<file path="src/hdl/dbg_trigger_cfg.svh">
// register offsets, field positions, reset values and mode codes of the trigger block
`ifndef DBG_TRIGGER_CFG_SVH
`define DBG_TRIGGER_CFG_SVH

// ==========================================================
// register offsets (word index on the plain register port)
`define REG_COMP_A 3'h0
`define REG_COMP_B 3'h1
`define REG_TRIG_CTL 3'h2
`define REG_DBG_CTL 3'h3
`define REG_DBG_STAT 3'h4
`define REG_FIFO_DATA 3'h5

// ==========================================================
// trigger_control_reg fields
`define TRG_MODE_LSB 0
`define TRG_MODE_MSB 3
`define TRG_BEGIN_BIT 6
`define TRG_TYPE_SEL_BIT 7

// ==========================================================
// debug_control_reg fields
`define CTL_RWB_BIT 0
`define CTL_COMP_B_RW_QUALIFY_EN_BIT 1
`define CTL_RWA_BIT 2
`define CTL_COMP_A_RW_QUALIFY_EN_BIT 3
`define CTL_BRK_BIT 4
`define CTL_TAG_BIT 5
`define CTL_ARM_BIT 6
`define CTL_EN_BIT 7

// ==========================================================
// debug_status_reg fields
`define STAT_CNT_LSB 0
`define STAT_CNT_MSB 3
`define STAT_BF_BIT 5
`define STAT_AF_BIT 6
`define STAT_ARMED_FLAG_BIT 7

// ==========================================================
// reset values
`define RST_COMP 16'h0000
`define RST_MODE 4'h0

// ==========================================================
// trigger_mode_field codes
`define MODE_A_ONLY 4'h0
`define MODE_A_OR_B 4'h1
`define MODE_A_THEN_B 4'h2
`define MODE_EVENT_B 4'h3
`define MODE_A_THEN_EVENT_B 4'h4
`define MODE_A_AND_B_DATA 4'h5
`define MODE_A_AND_NOT_B_DATA 4'h6
`define MODE_INSIDE 4'h7
`define MODE_OUTSIDE 4'h8

`endif

</file>
<file path="src/hdl/dbg_trigger_pkg.sv">
// types shared by the trigger and breakpoint block
package dbg_trigger_pkg;

  // ==========================================================
  // decoded trigger modes
  typedef enum logic [3:0] {
    mode_none,
    mode_a_only,
    mode_a_or_b,
    mode_a_then_b,
    mode_event_b,
    mode_a_then_event_b,
    mode_a_and_b_data,
    mode_a_and_not_b_data,
    mode_inside,
    mode_outside
  } mode_type;

  // ==========================================================
  // debug run states
  typedef enum logic [1:0] {
    run_idle,
    run_wait,
    run_begin,
    run_end
  } run_type;

endpackage

</file>
<file path="src/hdl/opcode_tracker.sv">
// follows one matched opcode through the instruction queue until executed or discarded
`timescale 1ns/1ns
module opcode_tracker #(
  parameter int AW = 16
) (
  input wire logic clk,
  input wire logic rst_n,
  input wire logic fetch_match,
  input wire logic [AW-1:0] fetch_addr,
  input wire logic exec_valid,
  input wire logic [AW-1:0] exec_addr,
  input wire logic flush,
  output logic executed
);

  // ==========================================================
  // state
  typedef struct packed {
    logic pending;
    logic [AW-1:0] addr;
    logic executed;
  } track_state_type;

  track_state_type q;
  track_state_type d;

  // ==========================================================
  // tracking
  // one pending opcode per comparator; a newer match replaces an older one
  always_comb begin
    d = q;
    d.executed = 1'b0;
    if (q.pending && exec_valid && exec_addr == q.addr) begin
      d.executed = 1'b1;
      d.pending = 1'b0;
    end
    // discarded opcodes vanish without any action
    if (flush) begin
      d.pending = 1'b0;
    end
    // a new fetch match wins over the flush of the same cycle
    if (fetch_match) begin
      d.pending = 1'b1;
      d.addr = fetch_addr;
    end
  end

  always_ff @(posedge clk or negedge rst_n) begin
    if (!rst_n) begin
      q <= '0;
    end else begin
      q <= d;
    end
  end

  assign executed = q.executed;

endmodule

</file>
<file path="src/hdl/dbg_trigger.sv">
// debug trigger, trace capture and cpu breakpoint logic
//
// Function
// - tag request marks the matched opcode entering the queue; discarded ones do nothing
// - force request lets the current instruction finish, then background entry
// - outside the range modes, tag-type triggers count a match only once its opcode executes
// - comparators A and B each own an independent opcode tracker
// - four-bit mode field in trigger control picks one of nine modes
// - begin select starts storing at trigger; end trace stores circularly until it
// - writing arm and enable both as one sets armed, clears both match flags and count
// - begin run ends when fifo fills; end run ends at trigger
// - writing zero to arm or enable stops any run at once
// - fifo keeps change-of-flow addresses, or data bytes in event-only modes
// - event-only modes ignore begin select and always run as begin traces
// - each comparator may require read/write to equal its chosen value
// - with break enable the trigger raises a tag or force cpu request
// - A-only triggers on A match; A-or-B on either match
// - A-then-B triggers on B match any time after an A match
// - full and mode needs A address, B low byte data, rw check together
// - full not mode needs A address, data unlike B low byte, rw check
// - tag break in full modes ignores data and fires on A address match
// - event-only B captures data on each B match until fifo full
// - A-then-event-B captures data on B matches after A, until full
// - inside range is A to B inclusive; outside is below A or above B
// - without background permit the cpu takes a software interrupt instead
// - full modes compare write data if A qualifies on writes, else read data
// - background controller accesses never produce comparator matches
`timescale 1ns/1ns
`include "dbg_trigger_cfg.svh"
module dbg_trigger #(
  parameter int DEPTH = 8,
  parameter logic [7:0] BACKGROUND_ENTRY_OPCODE = 8'h00,
  parameter logic [7:0] SOFTWARE_INTERRUPT_OPCODE = 8'h01
) (
  input wire logic clk,
  input wire logic rst_n,
  input wire logic [2:0] reg_addr,
  input wire logic [15:0] reg_wdata,
  input wire logic reg_wr,
  input wire logic reg_rd,
  output logic [15:0] reg_rdata,
  input wire logic bus_cycle,
  input wire logic [15:0] cpu_addr,
  input wire logic cpu_read,
  input wire logic [7:0] cpu_read_data,
  input wire logic [7:0] cpu_write_data,
  input wire logic bdc_access,
  input wire logic opcode_fetch,
  input wire logic exec_valid,
  input wire logic [15:0] exec_addr,
  input wire logic queue_flush,
  input wire logic cof_valid,
  input wire logic [15:0] cof_addr,
  input wire logic background_mode_permit,
  output logic tag_request,
  output logic force_request,
  output logic [7:0] substitute_opcode,
  output logic break_to_swi
);

  localparam int PW = $clog2(DEPTH);
  localparam int CW = PW + 1;

  // ==========================================================
  // parameter check
  // the count must fit the four-bit status field
  if (DEPTH < 2 || DEPTH > 8 || (DEPTH & (DEPTH - 1)) != 0) begin : g_depth_check
    $error("dbg_trigger: DEPTH must be 2, 4 or 8");
  end

  // ==========================================================
  // state
  typedef struct packed {
    logic [15:0] comp_a;
    logic [15:0] comp_b;
    logic [3:0] mode;
    logic begin_sel;
    logic type_sel;
    logic enable;
    logic tag_sel;
    logic brk_en;
    logic rwa_en;
    logic comp_a_rw_value;
    logic rwb_en;
    logic comp_b_rw_value;
    dbg_trigger_pkg::run_type run;
    logic af;
    logic bf;
    logic [DEPTH-1:0][15:0] mem;
    logic [PW-1:0] wr;
    logic [CW-1:0] count;
    logic [15:0] rdata;
    logic tag_req;
    logic force_req;
    logic [7:0] sub_op;
    logic software_interrupt_opcode;
  } state_type;

  state_type q;
  state_type d;

  // ==========================================================
  // helper functions
  function automatic dbg_trigger_pkg::mode_type decode_mode(input logic [3:0] code);
    dbg_trigger_pkg::mode_type m;
    m = dbg_trigger_pkg::mode_none;
    case (code)
      `MODE_A_ONLY: m = dbg_trigger_pkg::mode_a_only;
      `MODE_A_OR_B: m = dbg_trigger_pkg::mode_a_or_b;
      `MODE_A_THEN_B: m = dbg_trigger_pkg::mode_a_then_b;
      `MODE_EVENT_B: m = dbg_trigger_pkg::mode_event_b;
      `MODE_A_THEN_EVENT_B: m = dbg_trigger_pkg::mode_a_then_event_b;
      `MODE_A_AND_B_DATA: m = dbg_trigger_pkg::mode_a_and_b_data;
      `MODE_A_AND_NOT_B_DATA: m = dbg_trigger_pkg::mode_a_and_not_b_data;
      `MODE_INSIDE: m = dbg_trigger_pkg::mode_inside;
      `MODE_OUTSIDE: m = dbg_trigger_pkg::mode_outside;
      default: m = dbg_trigger_pkg::mode_none;
    endcase
    return m;
  endfunction

  function automatic logic is_event(input dbg_trigger_pkg::mode_type m);
    return m == dbg_trigger_pkg::mode_event_b || m == dbg_trigger_pkg::mode_a_then_event_b;
  endfunction

  function automatic logic is_full(input dbg_trigger_pkg::mode_type m);
    return m == dbg_trigger_pkg::mode_a_and_b_data || m == dbg_trigger_pkg::mode_a_and_not_b_data;
  endfunction

  // evaluated on the type-selected hits, and again on raw fetch hits for tagging outside the full modes
  function automatic logic trig_eval(input dbg_trigger_pkg::mode_type m, input logic a,
                                     input logic b, input logic a_seen, input logic dmatch,
                                     input logic in_rng, input logic cyc);
    logic t;
    t = 1'b0;
    case (m)
      dbg_trigger_pkg::mode_a_only: t = a;
      dbg_trigger_pkg::mode_a_or_b: t = a | b;
      dbg_trigger_pkg::mode_a_then_b: t = b & a_seen;
      dbg_trigger_pkg::mode_event_b: t = b;
      dbg_trigger_pkg::mode_a_then_event_b: t = b & a_seen;
      dbg_trigger_pkg::mode_a_and_b_data: t = a & dmatch;
      dbg_trigger_pkg::mode_a_and_not_b_data: t = a & ~dmatch;
      dbg_trigger_pkg::mode_inside: t = cyc & in_rng;
      dbg_trigger_pkg::mode_outside: t = cyc & ~in_rng;
      default: t = 1'b0;
    endcase
    return t;
  endfunction

  // ==========================================================
  // comparators
  dbg_trigger_pkg::mode_type mode;
  logic cyc;
  logic qual_a;
  logic qual_b;
  logic raw_a;
  logic raw_b;
  logic trk_a;
  logic trk_b;
  logic hit_a;
  logic hit_b;
  logic [7:0] cmp_data;
  logic dmatch;
  logic in_rng;
  logic trig;
  logic tag_trig;

  always_comb begin
    mode = decode_mode(q.mode);
    cyc = bus_cycle & ~bdc_access;
    qual_a = ~q.rwa_en | (cpu_read == q.comp_a_rw_value);
    qual_b = ~q.rwb_en | (cpu_read == q.comp_b_rw_value);
    raw_a = cyc & qual_a & (cpu_addr == q.comp_a);
    raw_b = cyc & qual_b & (cpu_addr == q.comp_b);
    // rwa low means write cycles are selected
    cmp_data = (q.rwa_en && !q.comp_a_rw_value) ? cpu_write_data : cpu_read_data;
    dmatch = cmp_data == q.comp_b[7:0];
    in_rng = cpu_addr >= q.comp_a && cpu_addr <= q.comp_b;
    hit_a = q.type_sel ? trk_a : raw_a;
    hit_b = q.type_sel ? trk_b : raw_b;
    trig = trig_eval(mode, hit_a, hit_b, q.af, dmatch, in_rng, cyc & qual_a);
    // tagging needs the raw match on the fetch itself, before execution
    if (is_full(mode)) begin
      tag_trig = raw_a;
    end else begin
      tag_trig = trig_eval(mode, raw_a, raw_b, q.af, dmatch, in_rng, cyc & qual_a);
    end
    tag_trig = tag_trig & opcode_fetch;
  end

  // ==========================================================
  // opcode trackers, one per comparator
  opcode_tracker #(
    .AW(16)
  ) u_track_a (
    .clk(clk),
    .rst_n(rst_n),
    .fetch_match(raw_a & opcode_fetch),
    .fetch_addr(cpu_addr),
    .exec_valid(exec_valid),
    .exec_addr(exec_addr),
    .flush(queue_flush),
    .executed(trk_a)
  );

  opcode_tracker #(
    .AW(16)
  ) u_track_b (
    .clk(clk),
    .rst_n(rst_n),
    .fetch_match(raw_b & opcode_fetch),
    .fetch_addr(cpu_addr),
    .exec_valid(exec_valid),
    .exec_addr(exec_addr),
    .flush(queue_flush),
    .executed(trk_b)
  );

  // ==========================================================
  // run control, fifo and registers
  logic push;
  logic [15:0] push_word;
  logic armed;
  logic [PW-1:0] oldest;

  always_comb begin
    d = q;
    d.tag_req = 1'b0;
    d.force_req = 1'b0;
    d.rdata = 16'h0000;
    push = 1'b0;
    push_word = cof_addr;
    armed = q.run != dbg_trigger_pkg::run_idle;
    oldest = PW'(q.wr - q.count[PW-1:0]);

    // run progression
    case (q.run)
      dbg_trigger_pkg::run_wait: begin
        if (is_event(mode)) begin
          // event-only: every trigger stores one data byte
          push = trig;
          push_word = {8'h00, cpu_read ? cpu_read_data : cpu_write_data};
        end else if (trig) begin
          d.run = dbg_trigger_pkg::run_begin;
        end
      end
      dbg_trigger_pkg::run_begin: begin
        push = cof_valid;
      end
      dbg_trigger_pkg::run_end: begin
        push = cof_valid;
        if (trig) begin
          d.run = dbg_trigger_pkg::run_idle;
        end
      end
      default: begin
        push = 1'b0;
      end
    endcase

    if (push) begin
      d.mem[q.wr] = push_word;
      d.wr = PW'(q.wr + 1'b1);
      if (q.count != CW'(DEPTH)) begin
        d.count = CW'(q.count + 1'b1);
      end
      // begin-type runs stop on the word that fills the fifo
      if (q.run != dbg_trigger_pkg::run_end && q.count == CW'(DEPTH - 1)) begin
        d.run = dbg_trigger_pkg::run_idle;
      end
    end

    // readout pops the oldest word, only while no run is active
    if (reg_rd && reg_addr == `REG_FIFO_DATA && !armed && q.count != '0) begin
      d.count = CW'(q.count - 1'b1);
    end

    // register writes
    if (reg_wr) begin
      case (reg_addr)
        `REG_COMP_A: d.comp_a = reg_wdata;
        `REG_COMP_B: d.comp_b = reg_wdata;
        `REG_TRIG_CTL: begin
          d.mode = reg_wdata[`TRG_MODE_MSB:`TRG_MODE_LSB];
          d.begin_sel = reg_wdata[`TRG_BEGIN_BIT];
          d.type_sel = reg_wdata[`TRG_TYPE_SEL_BIT];
        end
        `REG_DBG_CTL: begin
          d.enable = reg_wdata[`CTL_EN_BIT];
          d.tag_sel = reg_wdata[`CTL_TAG_BIT];
          d.brk_en = reg_wdata[`CTL_BRK_BIT];
          d.rwa_en = reg_wdata[`CTL_COMP_A_RW_QUALIFY_EN_BIT];
          d.comp_a_rw_value = reg_wdata[`CTL_RWA_BIT];
          d.rwb_en = reg_wdata[`CTL_COMP_B_RW_QUALIFY_EN_BIT];
          d.comp_b_rw_value = reg_wdata[`CTL_RWB_BIT];
          if (!reg_wdata[`CTL_ARM_BIT] || !reg_wdata[`CTL_EN_BIT]) begin
            d.run = dbg_trigger_pkg::run_idle;
          end else begin
            d.af = 1'b0;
            d.bf = 1'b0;
            d.count = '0;
            d.wr = '0;
            // event-only runs never use the end-trace form
            if (q.begin_sel || is_event(mode)) begin
              d.run = dbg_trigger_pkg::run_wait;
            end else begin
              d.run = dbg_trigger_pkg::run_end;
            end
          end
        end
        default: d.comp_a = d.comp_a;
      endcase
    end

    // match flags: a hit in the clearing cycle still sets when re-arming a run already armed
    if (armed && hit_a) begin
      d.af = 1'b1;
    end
    if (armed && hit_b) begin
      d.bf = 1'b1;
    end

    // cpu breakpoint requests
    if (armed && q.enable && q.brk_en) begin
      d.tag_req = q.tag_sel & tag_trig;
      d.force_req = ~q.tag_sel & trig;
    end
    d.software_interrupt_opcode = ~background_mode_permit;
    d.sub_op = background_mode_permit ? BACKGROUND_ENTRY_OPCODE
                                      : SOFTWARE_INTERRUPT_OPCODE;

    // read data, valid only in the cycle after the strobe
    if (reg_rd) begin
      case (reg_addr)
        `REG_COMP_A: d.rdata = q.comp_a;
        `REG_COMP_B: d.rdata = q.comp_b;
        `REG_TRIG_CTL: begin
          d.rdata[`TRG_MODE_MSB:`TRG_MODE_LSB] = q.mode;
          d.rdata[`TRG_BEGIN_BIT] = q.begin_sel;
          d.rdata[`TRG_TYPE_SEL_BIT] = q.type_sel;
        end
        `REG_DBG_CTL: begin
          d.rdata[`CTL_EN_BIT] = q.enable;
          d.rdata[`CTL_ARM_BIT] = armed;
          d.rdata[`CTL_TAG_BIT] = q.tag_sel;
          d.rdata[`CTL_BRK_BIT] = q.brk_en;
          d.rdata[`CTL_COMP_A_RW_QUALIFY_EN_BIT] = q.rwa_en;
          d.rdata[`CTL_RWA_BIT] = q.comp_a_rw_value;
          d.rdata[`CTL_COMP_B_RW_QUALIFY_EN_BIT] = q.rwb_en;
          d.rdata[`CTL_RWB_BIT] = q.comp_b_rw_value;
        end
        `REG_DBG_STAT: begin
          d.rdata[`STAT_ARMED_FLAG_BIT] = armed;
          d.rdata[`STAT_AF_BIT] = q.af;
          d.rdata[`STAT_BF_BIT] = q.bf;
          d.rdata[`STAT_CNT_MSB:`STAT_CNT_LSB] = 4'(q.count);
        end
        `REG_FIFO_DATA: d.rdata = q.mem[oldest];
        default: d.rdata = 16'h0000;
      endcase
    end
  end

  always_ff @(posedge clk or negedge rst_n) begin
    if (!rst_n) begin
      q <= '0;
      q.comp_a <= `RST_COMP;
      q.comp_b <= `RST_COMP;
      q.mode <= `RST_MODE;
      q.run <= dbg_trigger_pkg::run_idle;
      q.software_interrupt_opcode <= 1'b1;
      q.sub_op <= SOFTWARE_INTERRUPT_OPCODE;
    end else begin
      q <= d;
    end
  end

  // ==========================================================
  // outputs
  assign reg_rdata = q.rdata;
  assign tag_request = q.tag_req;
  assign force_request = q.force_req;
  assign substitute_opcode = q.sub_op;
  assign break_to_swi = q.software_interrupt_opcode;

endmodule

</file>
<file path="config.mk">
export PLATFORM = sky130hd
export DESIGN_NAME = dbg_trigger
export DESIGN_NICKNAME = d
export VERILOG_FILES = /design/src/hdl/dbg_trigger_pkg.sv /design/src/hdl/opcode_tracker.sv /design/src/hdl/dbg_trigger.sv
export VERILOG_INCLUDE_DIRS = /design/src /design/src/hdl
export SDC_FILE = /design/constraint.sdc
export NUM_CORES = 1
export LEC_CHECK = 0
export ABC_AREA = 1
export BUFFER_PORTS_ARGS = -buffer_cell sky130_fd_sc_hd__clkbuf_2
export CAP_MARGIN = 10
export CORE_AREA = 2 2 183 185
export CTS_BUF_LIST = sky130_fd_sc_hd__clkbuf_4
export CTS_CLUSTER_DIAMETER = 200
export DETAILED_ROUTE_END_ITERATION = 8
export DIE_AREA = 0 0 185 187
export PLACE_DENSITY = 0.69
export REMOVE_ABC_BUFFERS = 1
export SYNTH_ARGS = -nofsm -noshare
export SYNTH_HDL_FRONTEND = slang
export SYNTH_SLANG_ARGS = --single-unit
export TNS_END_PERCENT = 30
</file>
<file path="constraint.sdc">
create_clock -name clk -period 3.8 [get_ports clk]
set_input_delay 0.57 -clock clk [delete_from_list [all_inputs] [get_ports clk]]
set_output_delay 0.57 -clock clk [all_outputs]
set_load 0.05 [all_outputs]
</file>
==> flow_summary.ini <==
[timing]
worst_slew_pin_slew_ns = 1.02
final_hold_viol_count = 6
tns_ns = 0
rsz0062_at_grt = false
period_share = 0.869
period_needed_ns = 3.30
fin_worst_skew_ns = 0.0539
relSlewSlack = 0.316
slew_violations = 0
timing.hold.ws_ns = -0.00940
max_freq_ghz = 0.303
setup_viol = 0

[grt]
antenna_found_initial = 1
grt_pass1_wl_um = 58900
track_usage = 0.218
grt_pass1_vias = 11300
gr-total-overflow = 0
grt_max_degree = 124

[yosys]
ys_seq_elements = 239
synth_edf_count = 0
synthCells = 1655
ys_top_cells_by_area = dfrtp_1, nand2_1, o21ai_0
netlist_area_um2 = 12900
avgSynthCellArea_um2 = 7.82
ys_warn_count = 0
ys_seq_area_frac = 0.462
synth_top_area_share = 0.460
synth_top_area_cell = dfrtp_1
yosys_most_used_dff = dfrtp_1
async_reset_ff_frac = 1.00
synth.distinct_cells = 46

[routing]
vias = 11600
route.antenna.remaining_nets = 0
wl_um = 37300
wl_per_cell_um = 16.4
dr.first_iter.drc_count = 815
dr.pass1.iters = 5
drcViolationCount = 0
viasPerCell = 5.08

[hold_path]
hp-class = in -> async

[worst_setup_path]
crit_path_start_kind = flip-flop
worstPathCellList = inv_1 > ha_1 > nand2_1 > nor2_1 > nand3_1 > nor3_1 > nor2_1 > nor2_1 > nand2_2 > nand2_4 > nand2_4 > nand2_4 > nand4_4 > inv_2 > nand2_1 > nand2_1
critPathCaptureType = flip-flop
cp.required_ns = 4.42
critPathBufInv = 2
worst_path_largest_cell_delay_ns = 0.41
cp_top_family = simple AND/OR/NAND/NOR gates
critPathKind = reg -> reg
arrival_ns = 3.92
cp_max_fo = 25
critPathSlowestCell = nand4_4

[clocking]
postCtsSetupRepairBufs = 0
cts_max_path_buffers = 3
root_buffer = clkbuf_4
path_clk_slew_ns = 0.06
cts_tree = built
cts_max_level = 3
clk_latency_ns = 0.68
clock-sinks = 239
numCtsBuffers = 68
hold_buffers = 1
cts_resized = 0

[floorplan]
core_area_um2 = 32900
dieArea_um2 = 34600
fp.dieH_um = 187
die_x_um = 185
start_util = 0.394
std_cell_rows = 67
io_pins = 122

[layout]
instances_no_fill = 2279
layout_commonest_cell = nand2_1
drive_gt1_frac = 0.156
area_delta_synth_final_pct = 13.0
layout_common_cells = nand2_1, dfrtp_1, o21ai_0
nets = 1917
fin_area_um2 = 14600
fillers = 3369

[power_and_ir_drop]
seq_power_share = 0.347
switching_power_mw = 4.83
p_sw_frac = 0.441
intPower_mw = 6.13
p_comb_frac = 0.440
power_density_nw_per_um2 = 750
p_leak_nw = 7.52
vdd_drop_max_uv = 662
clkPwrFrac = 0.213
p_total_mw = 11.0

[placement]
dp_hpwl_um = 26900
place_inst = 2159
port_buffers = 114
post_dp_cell_area_um2 = 13800
place_congestion = 0.908

[run]
cap_violations = 0

[outcome]
violations = negative hold slack
status = complete, but fails checks
==> cell families (layout without fill, tap and decap cells) <==
family	after synthesis	after routing	share of synthesized area
compound gates	379	379	0.162
xor+xnor	13	13	0.00880
fa+ha+maj	40	40	0.0393
buf+inv	270	439	0.0961
flops	239	239	0.462
other cells	1	8	0.000290
simple gates	713	713	0.231
==> cells in the mapped netlist (5+ instances only) <==
library cell / instances
clkbuf_1: 42
nor2_1: 119
a21oi_1: 44
a31oi_1: 10
nand2_1: 505
nand4_4: 8
nor3_1: 6
o211ai_1: 33
nand4_1: 9
o22ai_1: 13
o21ai_2: 5
xnor2_1: 5
inv_1: 172
o21ai_0: 182
a211oi_1: 8
buf_6: 15
ha_1: 39
nand3_1: 50
dfrtp_1: 238
xor2_1: 8
inv_2: 9
buf_4: 26
o21ai_1: 71
==> final cells by class <==
class | instances | area, um^2 | area share
clock buffers | 104 | 781 | 0.0534
multi-input cells | 1152 | 5740 | 0.392
inverters | 181 | 679 | 0.0465
diodes | 1 | 2.50 | 0.000171
clock inverters | 14 | 70.1 | 0.00479
flip-flops and latches | 239 | 5980 | 0.409
repair buffers | 140 | 803 | 0.0550
well taps | 448 | 561 | 0.0384
==> power groups by stage <==
stage / Combinational, mW / Clock, mW / Sequential, mW
6_report: 4.82 / 2.34 / 3.81
3_3_place_gp: 4.69 / 0 / 3.82
5_1_grt: 5.42 / 2.55 / 3.88
4_1_cts: 4.80 / 2.40 / 3.79
3_5_place_dp: 4.77 / 0 / 3.83
2_1_floorplan: 3.08 / 0 / 3.81
==> stage by stage <==
step / setup slack, ns / util
floorplan: 0.593 / -
global placement: 0.437 / 0.418
detailed placement: 0.294 / 0.418
CTS: 0.597 / 0.445
global route: 0.253 / 0.445
finish: 0.499 / 0.445
==> layer usage <==
layer / track usage / share of wire / wire length (um)
met1: 0.285 / 0.42 / 15800
met2: 0.353 / 0.48 / 17800
met3: 0.0477 / 0.073 / 2710
met4: 0.0827 / 0.027 / 1010
met5: 0 / 0 / 0
==> flip-flops by register name (all words and copies together) (netlist names) <==
register,count
tag_request,1
q,184
u_track_a.q,17
u_track_b.q,17
u_track_b.executed,1
break_to_swi,1
force_request,1
reg_rdata,16
u_track_a.executed,1
==> final timing paths <==
kind / slack, ns / start / end / cells past startpoint
max: 0.50 / q[210]$_DFFE_PN0P_ / q[38]$_DFFE_PN0P_ / 16
min in group clk: 0.17 / reg_wdata[9] / q[204]$_DFFE_PN0P_ / 3
min reg2reg: 0.47 / q[49]$_DFFE_PN0P_ / q[49]$_DFFE_PN0P_ / 2
max reg2reg: 0.50 / q[210]$_DFFE_PN0P_ / q[38]$_DFFE_PN0P_ / 16
max in group asynchronous: 2.82 / rst_n / q[96]$_DFFE_PN0P_ / 2
min: -0.009 / rst_n / u_track_a.q[11]$_DFFE_PN0P_ / 1
(Power assumes the default switching activity.)
